--- src/rtl/slcd_map.svh ---
// Register indices, field positions, reset values and timing figures of the segment display timer.
`ifndef SLCD_MAP_SVH
`define SLCD_MAP_SVH

`define SLCD_IDX_FLAG        9'h00C
`define SLCD_IDX_PRESCALE    9'h10E
`define SLCD_IDX_CONTROL     9'h10F
`define SLCD_IDX_PIX_BASE    9'h110
`define SLCD_IDX_PIX_LAST    9'h11F
`define SLCD_PIX_REGS        16

`define SLCD_FLAG_BIT        7
`define SLCD_CTL_DRIVE_BIT   7
`define SLCD_CTL_SLEEP_BIT   6
`define SLCD_CTL_INTERNAL_VOLTAGE_GEN_ON_BIT    4

`define SLCD_CTL_RESET       8'h00
`define SLCD_PS_RESET        8'h00
`define SLCD_CTL_WMASK       8'hDF
`define SLCD_PS_WMASK        8'h0F

`define SLCD_FOSC_DIV        256
`define SLCD_FRAME_TICKS_STD 128
`define SLCD_FRAME_TICKS_3C  96
`define SLCD_PCLK_HZ         250000000
`define SLCD_RC_HZ           14000

`endif

--- src/rtl/slcd_pkg.sv ---
// Types shared by the segment display timer modules.
package slcd_pkg;

	typedef struct packed {
		logic       drive_enable;
		logic       stop_in_sleep;
		logic       unused;
		logic       internal_voltage_gen_on;
		logic [1:0] timing_clock_select;
		logic [1:0] common_count_select;
	} slcd_ctl_t;

	typedef enum logic [1:0] {
		SRC_FOSC,
		SRC_TIMER1,
		SRC_RC
	} slcd_src_t;

	typedef struct packed {
		logic [3:0]  commons;
		logic [31:0] segments;
	} slcd_drive_t;

endpackage

--- src/rtl/slcd_frame_gen.sv ---
// Common slot and frame divider of the segment display timer.
`include "slcd_map.svh"

module slcd_frame_gen #(
	parameter int PW = 4
) (
	// Clock and reset
	input  wire logic          pclk,
	input  wire logic          presetn,
	// Control
	input  wire logic          run,
	input  wire logic          src_tick,
	input  wire logic [1:0]    mux,
	input  wire logic [PW-1:0] prescale,
	// Timing
	output logic [1:0]         com_idx,
	output logic               slot_start
);

	logic [11:0] count_ff;
	logic [1:0]  idx_ff;
	logic [11:0] slot_len;

	// Each frame is split evenly among the commons, so one slot is frame ticks over commons.
	function automatic logic [11:0] slot_len_f(input logic [1:0] m, input logic [PW-1:0] p);
		logic [11:0] base;
		base = 12'(`SLCD_FRAME_TICKS_STD / 4);
		case (m)
			2'b00: base = 12'(`SLCD_FRAME_TICKS_STD);
			2'b01: base = 12'(`SLCD_FRAME_TICKS_STD / 2);
			2'b10: base = 12'(`SLCD_FRAME_TICKS_3C / 3);
			default: base = 12'(`SLCD_FRAME_TICKS_STD / 4);
		endcase
		return 12'(base * (12'(p) + 12'h001));
	endfunction

	assign slot_len   = slot_len_f(mux, prescale);
	assign slot_start = run && src_tick && (count_ff == 12'h000);
	// A smaller mode written mid-slot must not leave a common above the new range.
	assign com_idx    = (idx_ff > mux) ? 2'h0 : idx_ff;

	always_ff @(posedge pclk or negedge presetn) begin
		if (!presetn) begin
			count_ff <= 12'h000;
		end else if (!run) begin
			count_ff <= 12'h000;
		end else if (src_tick) begin
			// A shortened prescale must not strand the count above the new length.
			if (count_ff >= slot_len - 12'h001) begin
				count_ff <= 12'h000;
			end else begin
				count_ff <= count_ff + 12'h001;
			end
		end
	end

	always_ff @(posedge pclk or negedge presetn) begin
		if (!presetn) begin
			idx_ff <= 2'h0;
		end else if (!run) begin
			idx_ff <= 2'h0;
		end else if (src_tick && count_ff >= slot_len - 12'h001) begin
			idx_ff <= (idx_ff >= mux) ? 2'h0 : idx_ff + 2'h1;
		end
	end

endmodule // slcd_frame_gen

--- src/rtl/slcd_timing.sv ---
// Segment display timing controller with its APB register file and pixel store.
// Operation
// - Control bit 7 enables panel drive; clear disables it.
// - Control bit 6 set halts the block while the processor sleeps.
// - Control bit 5 is unimplemented and reads zero.
// - Control bit 4 powers the internal voltage generator; clear expects external voltages.
// - Control bits 3:2 pick system clock/256, timer1 input, or internal RC.
// - Control bits 1:0 pick static, two, three or four commons.
// - Prescale bits 7:4 read zero; bits 3:0 hold the frame prescale.
// - Static, two and four common frames last 128 times prescale plus one ticks.
// - Three common frames last 96 times prescale plus one ticks.
// - Internal RC source runs at a nominal 14 kHz.
// - RC source is off unless selected and the block is enabled.
// - System clock passes a fixed divide by 256 stage.
// - One to four commons are driven, following the multiplex mode.
// - Leading edge of the first common starts each frame.
// - Frame flag rises once all pixel bits of the frame are fetched.
// - Fetching for the next frame starts within the frame write window.
// - Each pixel bit controls one pixel at one segment and common.
// - Unused pixel bits act as ordinary read-write storage.
// - Pixel bit one drives the pixel dark, zero leaves it clear.
// - Sleep with stop set halts at once with minimum voltage on all lines.
// - Only RC or timer1 sources keep the display running in sleep.
// - Frame flag is bit 7 of the flag register; software clears it first.
//
// Register access over APB is this design's own decision.
`include "slcd_map.svh"

module slcd_timing #(
	parameter int          PW     = 4,
	parameter int unsigned RC_DIV = `SLCD_PCLK_HZ / `SLCD_RC_HZ
) (
	// Clock and reset
	input  wire logic              pclk,
	input  wire logic              presetn,
	// APB slave
	input  wire logic              psel,
	input  wire logic              penable,
	input  wire logic              pwrite,
	input  wire logic [11:0]       paddr,
	input  wire logic [31:0]       pwdata,
	output logic [31:0]            prdata,
	output logic                   pready,
	output logic                   pslverr,
	// Processor and oscillator status
	input  wire logic              cpu_sleep,
	input  wire logic              timer1_clock_input,
	// Panel drive
	output slcd_pkg::slcd_drive_t  panel,
	output logic                   min_voltage,
	output logic                   internal_voltage_gen_on,
	output logic                   rc_osc_on,
	output logic                   frame_start,
	output logic                   frame_interrupt_flag
);

	slcd_pkg::slcd_ctl_t ctl_ff;
	logic [PW-1:0]       frame_prescale_value_ff;
	logic [7:0]          pix_mem [`SLCD_PIX_REGS];
	logic                flag_ff;
	logic [31:0]         prdata_ff;
	logic                pready_ff;
	logic                pslverr_ff;
	slcd_pkg::slcd_drive_t drive_ff;
	logic                min_v_ff;
	logic                internal_voltage_gen_on_ff;
	logic                rc_on_ff;
	logic                frame_start_ff;
	logic [7:0]          fosc_cnt_ff;
	logic [31:0]         rc_cnt_ff;
	logic                t1_prev_ff;
	logic                src_tick;
	logic                halted;
	logic                run;
	logic [1:0]          com_idx;
	logic                slot_start;
	logic                apb_done;
	logic                apb_wr;
	logic [8:0]          idx;
	logic                flag_set;
	slcd_pkg::slcd_src_t src;

	function automatic slcd_pkg::slcd_src_t src_f(input logic [1:0] cs);
		case (cs)
			2'b00: return slcd_pkg::SRC_FOSC;
			2'b01: return slcd_pkg::SRC_TIMER1;
			default: return slcd_pkg::SRC_RC;
		endcase
	endfunction

	function automatic logic is_pix(input logic [8:0] i);
		return (i >= `SLCD_IDX_PIX_BASE) && (i <= `SLCD_IDX_PIX_LAST);
	endfunction

	function automatic logic [3:0] pix_sel(input logic [8:0] i);
		return 4'(i - `SLCD_IDX_PIX_BASE);
	endfunction

	assign idx      = paddr[10:2];
	assign apb_done = psel && penable && pready_ff;
	assign apb_wr   = apb_done && pwrite;
	assign src      = src_f(ctl_ff.timing_clock_select);

	// The system clock stops in sleep, so that source cannot carry the display through it.
	assign halted = cpu_sleep && (ctl_ff.stop_in_sleep || src == slcd_pkg::SRC_FOSC);
	assign run    = ctl_ff.drive_enable && !halted;

	// Register writes.
	always_ff @(posedge pclk or negedge presetn) begin
		if (!presetn) begin
			ctl_ff                  <= slcd_pkg::slcd_ctl_t'(`SLCD_CTL_RESET);
			frame_prescale_value_ff <= PW'(`SLCD_PS_RESET);
		end else if (apb_wr && idx == `SLCD_IDX_CONTROL) begin
			ctl_ff <= slcd_pkg::slcd_ctl_t'(pwdata[7:0] & `SLCD_CTL_WMASK);
		end else if (apb_wr && idx == `SLCD_IDX_PRESCALE) begin
			frame_prescale_value_ff <= PW'(pwdata[7:0] & `SLCD_PS_WMASK);
		end
	end

	// Pixel store has no reset, like ordinary RAM; every bit is writable.
	always_ff @(posedge pclk) begin
		if (apb_wr && is_pix(idx)) begin
			pix_mem[pix_sel(idx)] <= pwdata[7:0];
		end
	end

	// One wait state lets read data leave a flip-flop.
	always_ff @(posedge pclk or negedge presetn) begin
		if (!presetn) begin
			pready_ff  <= 1'b0;
			pslverr_ff <= 1'b0;
			prdata_ff  <= 32'h00000000;
		end else if (psel && penable && !pready_ff) begin
			pready_ff  <= 1'b1;
			pslverr_ff <= !(is_pix(idx) || idx == `SLCD_IDX_CONTROL ||
				idx == `SLCD_IDX_PRESCALE || idx == `SLCD_IDX_FLAG);
			prdata_ff  <= 32'h00000000;
			if (!pwrite) begin
				if (is_pix(idx)) begin
					prdata_ff <= {24'h000000, pix_mem[pix_sel(idx)]};
				end else if (idx == `SLCD_IDX_CONTROL) begin
					prdata_ff <= {24'h000000, ctl_ff & `SLCD_CTL_WMASK};
				end else if (idx == `SLCD_IDX_PRESCALE) begin
					prdata_ff <= {24'h000000, 8'(frame_prescale_value_ff)};
				end else if (idx == `SLCD_IDX_FLAG) begin
					prdata_ff <= {24'h000000, flag_ff, 7'h00};
				end
			end
		end else begin
			pready_ff  <= 1'b0;
			pslverr_ff <= 1'b0;
		end
	end

	// Fixed divide by 256 of the bus clock; no ratio is programmable here.
	always_ff @(posedge pclk or negedge presetn) begin
		if (!presetn) begin
			fosc_cnt_ff <= 8'h00;
		end else begin
			fosc_cnt_ff <= fosc_cnt_ff + 8'h01;
		end
	end

	// Internal RC source, modelled as a divider that only runs while it is powered.
	always_ff @(posedge pclk or negedge presetn) begin
		if (!presetn) begin
			rc_cnt_ff <= 32'h00000000;
		end else if (!rc_on_ff || rc_cnt_ff >= 32'(RC_DIV - 1)) begin
			rc_cnt_ff <= 32'h00000000;
		end else begin
			rc_cnt_ff <= rc_cnt_ff + 32'h00000001;
		end
	end

	always_ff @(posedge pclk or negedge presetn) begin
		if (!presetn) begin
			rc_on_ff <= 1'b0;
		end else begin
			rc_on_ff <= ctl_ff.drive_enable && src == slcd_pkg::SRC_RC;
		end
	end

	always_ff @(posedge pclk or negedge presetn) begin
		if (!presetn) begin
			t1_prev_ff <= 1'b0;
		end else begin
			t1_prev_ff <= timer1_clock_input;
		end
	end

	// Timer1 input is synchronous already; its oscillator is enabled elsewhere.
	always_comb begin
		case (src)
			slcd_pkg::SRC_FOSC: src_tick = (fosc_cnt_ff == 8'hFF);
			slcd_pkg::SRC_TIMER1: src_tick = timer1_clock_input && !t1_prev_ff;
			default: src_tick = rc_on_ff && (rc_cnt_ff == 32'(RC_DIV - 1));
		endcase
	end

	slcd_frame_gen #(
		.PW (PW)
	) u_frame (
		.pclk       (pclk),
		.presetn    (presetn),
		.run        (run),
		.src_tick   (src_tick),
		.mux        (ctl_ff.common_count_select),
		.prescale   (frame_prescale_value_ff),
		.com_idx    (com_idx),
		.slot_start (slot_start)
	);

	// Each common slot fetches its 32 pixel bits; bit s of word c is segment s on common c.
	always_ff @(posedge pclk or negedge presetn) begin
		if (!presetn) begin
			drive_ff <= '0;
			min_v_ff <= 1'b1;
		end else if (!run) begin
			drive_ff <= '0;
			min_v_ff <= 1'b1;
		end else if (slot_start) begin
			drive_ff.commons  <= 4'h1 << com_idx;
			drive_ff.segments <= {pix_mem[{com_idx, 2'h3}], pix_mem[{com_idx, 2'h2}],
				pix_mem[{com_idx, 2'h1}], pix_mem[{com_idx, 2'h0}]};
			min_v_ff          <= 1'b0;
		end
	end

	always_ff @(posedge pclk or negedge presetn) begin
		if (!presetn) begin
			frame_start_ff <= 1'b0;
		end else begin
			frame_start_ff <= slot_start && com_idx == 2'h0;
		end
	end

	always_ff @(posedge pclk or negedge presetn) begin
		if (!presetn) begin
			internal_voltage_gen_on_ff <= 1'b0;
		end else begin
			internal_voltage_gen_on_ff <= ctl_ff.internal_voltage_gen_on && !halted;
		end
	end

	// Fetch of the last common ends the frame's data access, one slot before the boundary.
	assign flag_set = run && slot_start && com_idx == ctl_ff.common_count_select;

	// A set in the same cycle as a software clear wins, so no frame is lost.
	always_ff @(posedge pclk or negedge presetn) begin
		if (!presetn) begin
			flag_ff <= 1'b0;
		end else if (flag_set) begin
			flag_ff <= 1'b1;
		end else if (apb_wr && idx == `SLCD_IDX_FLAG) begin
			flag_ff <= pwdata[`SLCD_FLAG_BIT];
		end
	end

	assign prdata               = prdata_ff;
	assign pready               = pready_ff;
	assign pslverr              = pslverr_ff;
	assign panel                = drive_ff;
	assign min_voltage          = min_v_ff;
	assign internal_voltage_gen_on = internal_voltage_gen_on_ff;
	assign rc_osc_on            = rc_on_ff;
	assign frame_start          = frame_start_ff;
	assign frame_interrupt_flag = flag_ff;

	disabled_drive_a: assert property (@(posedge pclk) disable iff (!presetn)
		!ctl_ff.drive_enable |=> (panel.commons == 4'h0 && min_voltage))
		else $error("panel driven while drive is disabled");

	sleep_halt_a: assert property (@(posedge pclk) disable iff (!presetn)
		(cpu_sleep && ctl_ff.stop_in_sleep) |=> (panel == '0 && min_voltage))
		else $error("panel not at minimum voltage in stopped sleep");

	ctl_bit5_a: assert property (@(posedge pclk) disable iff (!presetn)
		(pready && !pwrite && paddr[10:2] == `SLCD_IDX_CONTROL) |-> prdata[5] == 1'b0)
		else $error("control bit 5 read as one");

	ps_upper_a: assert property (@(posedge pclk) disable iff (!presetn)
		(pready && !pwrite && paddr[10:2] == `SLCD_IDX_PRESCALE) |-> prdata[7:4] == 4'h0)
		else $error("prescale upper bits read as nonzero");

	rc_power_a: assert property (@(posedge pclk) disable iff (!presetn)
		(!ctl_ff.drive_enable || !ctl_ff.timing_clock_select[1]) |=> !rc_osc_on)
		else $error("RC source powered while unused");

	fosc_sleep_a: assert property (@(posedge pclk) disable iff (!presetn)
		(cpu_sleep && src == slcd_pkg::SRC_FOSC) |=> !frame_start)
		else $error("frame started from system clock during sleep");

	one_common_a: assert property (@(posedge pclk) disable iff (!presetn)
		$onehot0(panel.commons) && (!$past(slot_start && run) ||
			panel.commons <= (4'h1 << $past(ctl_ff.common_count_select))))
		else $error("common outside the selected multiplex range");

	flag_hold_a: assert property (@(posedge pclk) disable iff (!presetn)
		(frame_interrupt_flag && !(apb_wr && idx == `SLCD_IDX_FLAG)) |=> frame_interrupt_flag)
		else $error("frame flag dropped without a clear");

	flag_set_a: assert property (@(posedge pclk) disable iff (!presetn)
		$rose(frame_interrupt_flag) |-> $past(slot_start && run))
		else $error("frame flag rose without a final fetch");

	apb_wait_a: assert property (@(posedge pclk) disable iff (!presetn)
		(psel && penable && !pready) |=> pready)
		else $error("APB access not answered after one wait state");

	fetch_data_a: assert property (@(posedge pclk) disable iff (!presetn)
		(slot_start && run && com_idx == 2'h0) |=> panel.segments[7:0] == $past(pix_mem[0]))
		else $error("segment data does not follow pixel bits");

endmodule // slcd_timing

--- config.mk ---
export PLATFORM = sky130hd
export DESIGN_NAME = slcd_timing
export DESIGN_NICKNAME = d
export VERILOG_FILES = /design/src/rtl/slcd_pkg.sv /design/src/rtl/slcd_frame_gen.sv /design/src/rtl/slcd_timing.sv
export VERILOG_INCLUDE_DIRS = /design/src /design/src/rtl
export SDC_FILE = /design/constraint.sdc
export NUM_CORES = 1
export LEC_CHECK = 0
export BUFFER_PORTS_ARGS = -buffer_cell sky130_fd_sc_hd__buf_2
export CAP_MARGIN = 15
export CORE_ASPECT_RATIO = 1.2
export CORE_MARGIN = 5
export CORE_UTILIZATION = 53
export DETAILED_ROUTE_END_ITERATION = 10
export GPL_TIMING_DRIVEN = 1
export PLACE_DENSITY = 0.77
export SKIP_CTS_REPAIR_TIMING = 1
export SYNTH_ARGS = -nofsm -noshare
export SYNTH_HDL_FRONTEND = slang
export SYNTH_SLANG_ARGS = --single-unit
--- constraint.sdc ---
create_clock -name pclk -period 4.5 [get_ports pclk]
set_input_delay 0.9 -clock pclk [delete_from_list [all_inputs] [get_ports pclk]]
set_output_delay 0.9 -clock pclk [all_outputs]
set_load 0.01 [all_outputs]
======== Yosys cells after proc, flatten, opt, wreduce, memory -nomap -nowiden ========
Memory sizes are Yosys's and may differ from the RTL's.
Index checks and enable logic that the tools add are counted.
cells by class
  add/subtract/negate cells ............... 7
  $mul .................................... 1
  divide/modulo/power cells ............... 0
  $lt $le $gt $ge ......................... 6
  equality and inequality tests ........... 13
  shift-type cells ........................ 1
  multiplexer cells ....................... 26
  bitwise operators ....................... 1
  reductions and logical operators ........ 38
operator list
  operator                                                                                number
  36-bit two-way mux                                                                      2
  32-bit two-way mux                                                                      2
  12-bit two-way mux                                                                      3
  32-bit by 1-bit adder with 32-bit output (second input constant)                        1
  32-bit by 15-bit equality test with 1-bit output (second input constant)                1
  32-bit by 15-bit greater-or-equal comparator with 1-bit output (second input constant)  1
  8-bit two-way mux                                                                       4
  1-bit logical AND                                                                       21
  9-bit equality test (second input constant)                                             2
  8-bit case mux with 2 select lines                                                      1
  12-bit by 1-bit adder with 12-bit output (second input constant)                        1
  12-bit greater-or-equal comparator                                                      1
  12-bit logical NOT                                                                      1
  8-bit by 12-bit multiplier with 12-bit output                                           1
  12-bit by 1-bit subtractor with 12-bit output (second input constant)                   1
  9-bit by 4-bit equality test with 1-bit output (second input constant)                  1
  9-bit greater-or-equal comparator (second input constant)                               1
  9-bit less-or-equal comparator (second input constant)                                  1
  8-bit by 1-bit adder with 8-bit output (second input constant)                          1
  8-bit equality test (second input constant)                                             1
  2-bit logical NOT                                                                       4
  1-bit two-way mux                                                                       8
  2-bit two-way mux                                                                       4
  2-bit by 1-bit equality test with 1-bit output (second input constant)                  3
  16 further kinds                                                                        26
storage, ports and cells
  bits in registers ....................... 141
  bits in latches ......................... 0
  memory bits (writable) .................. 128
  bits in read-only memories .............. 0
  input bits .............................. 51
  output and inout bits ................... 75
  word-level logic and storage cells ...... 115
  memories ................................ 1
memories
  memory   words  width  rd ports  clocked after memory_dff  write ports  line               text
  pix_mem  16     8      5         0                         1            slcd_timing.sv:59  logic [7:0] pix_mem [`SLCD_PIX_REGS];

======== Longest topological paths before layout ========
  depth after elaboration ................. 12
  gate-level depth with buffers ........... 20
  mapped depth without buffers ............ 19

======== Cells and area by module ========
Synthesis repeated with hierarchy kept, for this count alone.
second synthesis, totals
  cells, all modules ...................... 857
  area, all modules ....................... 11857.6 um2
modules (own cells, without submodules)
  module          times used  cells an instance  area each (um2)  seq. area each (um2)
  slcd_timing     1           658                10193.5          6422.4
  slcd_frame_gen  1           199                1664.1           350.3

======== Least setup slack after synthesis ========
Ideal clock, no wire load.
  path type ............................... register to register
  start point ............................. register frame_prescale_value_ff[0]
  end point ............................... register u_frame.count_ff[2]
  library setup time ...................... 0.079 ns
  arrival time ............................ 4.281 ns
  required time ........................... 4.421 ns
  slack ................................... 0.139 ns
  stages on the path, launching flop included .. 21
  buffers on the path ..................... 1
  clock period less this slack ............ 4.361 ns
  cells stage by stage .................... dfrtp_1 ha_1 xor2_1 and2_1 ha_1 ha_1 inv_1 fa_1 inv_1 ha_1 a21o_1 a21oi_1 xor2_1 ha_1 a21oi_1 nand2_1 a211o_1 a211oi_4 buf_6 a21oi_2 mux2i_1
on the way
  longest elaborated chain between the ends .. 7
RTL lines
  element                                        line                  text
  start, declared                                slcd_timing.sv:58     logic [PW-1:0] frame_prescale_value_ff;
  start signal, assigned                         slcd_timing.sv:112    frame_prescale_value_ff <= PW'(`SLCD_PS_RESET);
  start signal, assigned                         slcd_timing.sv:116    frame_prescale_value_ff <= PW'(pwdata[7:0] & `SLCD_PS_WMASK);
  4-bit by 1-bit adder with 5-bit output         slcd_frame_gen.sv:34  return 12'(base * (12'(p) + 12'h001));
  8-bit by 12-bit multiplier with 12-bit output  slcd_frame_gen.sv:34
  12-bit by 1-bit subtractor with 12-bit output  slcd_frame_gen.sv:49  if (count_ff >= slot_len - 12'h001) begin
  12-bit greater-or-equal comparator             slcd_frame_gen.sv:49
  12-bit two-way mux                             slcd_frame_gen.sv:49
  12-bit two-way mux                             slcd_frame_gen.sv:47  end else if (src_tick) begin
  12-bit two-way mux                             slcd_frame_gen.sv:45  end else if (!run) begin
  end signal, assigned                           slcd_frame_gen.sv:52  count_ff <= count_ff + 12'h001;
  end, declared                                  slcd_frame_gen.sv:20  logic [11:0] count_ff;
Every way passes these cells. The select of a mux whose other input is x is not followed.
A chain may end at the register's enable or synchronous reset.

======== Final worst setup path ========
  start point ............................. register frame_prescale_value_ff[0]
  end point ............................... register u_frame.count_ff[5]
The elaborated chain is that of the path after synthesis.

==> out/results.txt <==
Top delay family on crit path -> adder cells
Fmax achieved -> 221 MHz
Die area -> 25600 um^2
Pre-CTS WS -> -0.0864 ns
Post-route ant nets -> 0
Layout area overhead -> 16.8%
Initial antenna violation count -> 0
Fin worst setup slack -> -0.0342 ns
Top post-synthesis cells by area -> edfxtp_1, dfrtp_1, mux4_2
Nets -> 1182
Initial Util -> 53.4%
CP Class -> reg2reg
Worst vdd ir -> 0.264 mV
Relative slew slack -> 19.4%
Max Transition Viols Final -> 0
Distinct cells, synth -> 63
Worst Tran Pin Value -> 1.21 ns
First-pass GRT wire length -> 43900 um
FF-to-FF setup slack -> -0.03 ns
Most numerous cell in the Yosys netlist -> edfxtp_1
Detailed Place HPWL -> 19600 um
GRT overflow -> 0
Syn avg cell area -> 12.1 um^2
Multi-input logic area -> 4950 um^2
Area share of the largest cell type after synthesis -> 32.3%
Drt wl/cell -> 20.9 um
EDFF count, synth -> 128
Final Setup Violations -> 7
Leakage -> 0.00554 uW
Worst path cell trace -> buf_6 -> or3_4 -> fa_2 -> fa_1 -> ha_2 -> inv_2 -> fa_2 -> inv_1 -> a21o_1 -> a21oi_2 -> xnor2_1 -> ha_1 -> buf_6 -> a211o_4 -> a211oi_4 -> buf_12 -> and3_2 -> a221o_2
Violated checks -> negative setup slack
Fin Setup TNS -> -0.127 ns
Period utilization -> 101%
Synth cell count leaders -> edfxtp_1, dfrtp_1, nor2_1
CTS tree -> built
Worst skew pair latency -> 0.54 ns
CTS H-tree depth -> 1
Clock sink count -> 245
Max cap viols -> 0
N_diodes -> 0
Filler cells -> 1664
Hold Path Class -> in2async
Top_reg_cell synth -> edfxtp_1
Routed vias -> 8388
Total GRT Usage -> 21.8%
Flops & latches, synth -> 245
YS warnings -> 0
Detailed Route WL -> 29100 um
Drc violations -> 0
Skew final -> 0.0139 ns
Die Y-Extent -> 174 um
IO Count -> 126
Post-synth top area cell -> edfxtp_1
Row count -> 60
Share of layout cells above drive strength 1 -> 23.4%
Worst reg2reg startpoint -> frame_prescale_value_ff[0]
PwrDens -> 352 nW/um^2
Post-synthesis sequential area ratio -> 56.8%
Reg clk slew, reported paths -> 0.07 ns
Largest net degree at the start of global routing -> 100
Vias per std cell -> 6.01
RePlAce Congestion -> 0.935
Vias in the first global route -> 8115
CP max stage cell -> fa_2
Detailed Routing Iterations Pass 1 -> 5
Num CTS Buffers -> 25
Clock Tree Buf Depth -> 3
WP data required -> 4.97 ns
Final Hold Fails -> 0
Crit path time final -> 4.53 ns
Crit path DAT -> 5.01 ns
Worst Setup Start Kind -> flop
Crit-path max cell delay -> 0.51 ns
RSZ-0062 raised after global routing -> true
CTS root buf -> clkbuf_16
Initial DRC count -> 868
Register area -> 6780 um^2
Asr flop ratio synth -> 47.8%
DIE WIDTH -> 147 um
CP Max Fanout -> 10
CP Capture Type -> flop
Mapped Cells -> 987
Cell Area, Synth -> 11900 um^2
Outcome -> complete, but fails checks
Reg2Reg Depth -> 18
PortBufs -> 74
Reg-to-reg endpoint -> u_frame.count_ff[5]
Core area -> 22300 um^2
Worst Path Buf+Inv -> 5
==> kinds of logic after synthesis <==
kind of cell             after synthesis  synth area share (%)
adder cells (fa/ha/maj)               33                  3.84
multiplexers                          82                  10.7
XOR/XNOR                              29                  2.13
other                                  1                0.0315
AND/OR/NAND/NOR                      319                  12.4
AO/OA/AOI/OAI                        173                  9.82
buffers and inverters                105                  4.22
flip-flops                           245                  56.8
==> metal layers <==
layer	routed length (um)	track usage, %	part of all wire, %
met5	0	0	0
met1	11200	28.4	39
met3	2250	3.78	7.7
met4	1110	8.67	3.8
met2	14600	36.3	50
==> flip-flops by register name, indices dropped and copies added (netlist names), 2 cells and up <==
name	flops
ctl_ff	7
fosc_cnt_ff	8
frame_prescale_value_ff	4
panel	36
pix_mem	128
prdata	8
rc_cnt_ff	32
u_frame.count_ff	12
u_frame.idx_ff	2
==> layout by cell type (no fill, tap or decap), types with 7 or more instances in the layout <==
| cell | netlist | layout |
|---|---|---|
| a21oi_1 | 43 | 39 |
| a22oi_1 | 12 | 12 |
| and3_1 | 13 | 12 |
| buf_2 | 3 | 73 |
| buf_4 | 24 | 42 |
| clkbuf_16 | 0 | 28 |
| conb_1 | 1 | 41 |
| dfrtp_1 | 116 | 113 |
| edfxtp_1 | 128 | 128 |
| ha_1 | 27 | 21 |
| inv_1 | 28 | 25 |
| mux2_2 | 12 | 10 |
| mux2i_1 | 35 | 35 |
| mux4_2 | 35 | 35 |
| nand2_1 | 73 | 70 |
| nand3_1 | 56 | 55 |
| nand4_1 | 7 | 7 |
| nor2_1 | 116 | 115 |
| nor2b_1 | 7 | 7 |
| nor3_1 | 11 | 11 |
| nor4_1 | 7 | 7 |
| o21ai_0 | 45 | 45 |
| o221ai_1 | 32 | 32 |
| xnor2_1 | 16 | 15 |
| xor2_1 | 13 | 12 |
==> power by group <==
part           internal, uW  switching (uW)
clock                  1490             870
sequential             2370            3.30
combinational          53.5             110
total                  3920             984
==> stage by stage <==
| stage | instance area [um^2] | hold WS (ns) | utilization (%) | std cells | power [uW] |
|---|---|---|---|---|---|
| 2_1_floorplan | 12100 | 0.439 | - | 1027 | 2520 |
| 3_3_place_gp | 12700 | 0.456 | 57.0 | 1340 | 2580 |
| 3_5_place_dp | 12700 | 0.463 | 57.0 | 1340 | 2580 |
| 4_1_cts | 13700 | 0.473 | 61.3 | 1386 | 4920 |
| 5_1_grt | 13900 | 0.491 | 62.4 | 1396 | 5030 |
| 6_report | 13900 | 0.442 | 62.4 | 1396 | 4900 |
==> area by class of cell <==
class	instances	share of cell area, %
flip-flops and latches	245	48.7
multi-input cells	677	35.6
repair buffers	121	5.54
clock buffers	34	5.26
well taps	279	2.51
clock inverters	12	1.60
inverters	28	0.756
==> worst max path at each step <==
| stage | cells after the start | from | slack (ns) | endpoint |
|---|---|---|---|---|
| final | 18 | frame_prescale_value_ff[0] | -0.03 | u_frame.count_ff[5] |
| after global routing | 19 | frame_prescale_value_ff[1] | -0.16 | u_frame.count_ff[8] |
| after CTS | 19 | frame_prescale_value_ff[1] | -0.11 | u_frame.count_ff[11] |
| after detailed placement | 19 | frame_prescale_value_ff[0] | -0.09 | u_frame.count_ff[11] |
| after global placement | 19 | frame_prescale_value_ff[0] | -0.05 | u_frame.count_ff[11] |
| after floorplan | 20 | frame_prescale_value_ff[0] | 0.14 | u_frame.count_ff[2] |
==> worst register-to-register path: cells and delay by family, from the launching register on <==
kind                     cells  cell delay [ns]
AO/OA/AOI/OAI                5             0.94
adder cells (fa/ha/maj)      5             1.86
buffers and inverters        5             0.55
flip-flops                   1             0.44
AND/OR/NAND/NOR              2             0.52
XOR/XNOR                     1             0.19
(Power assumes the default switching activity.)
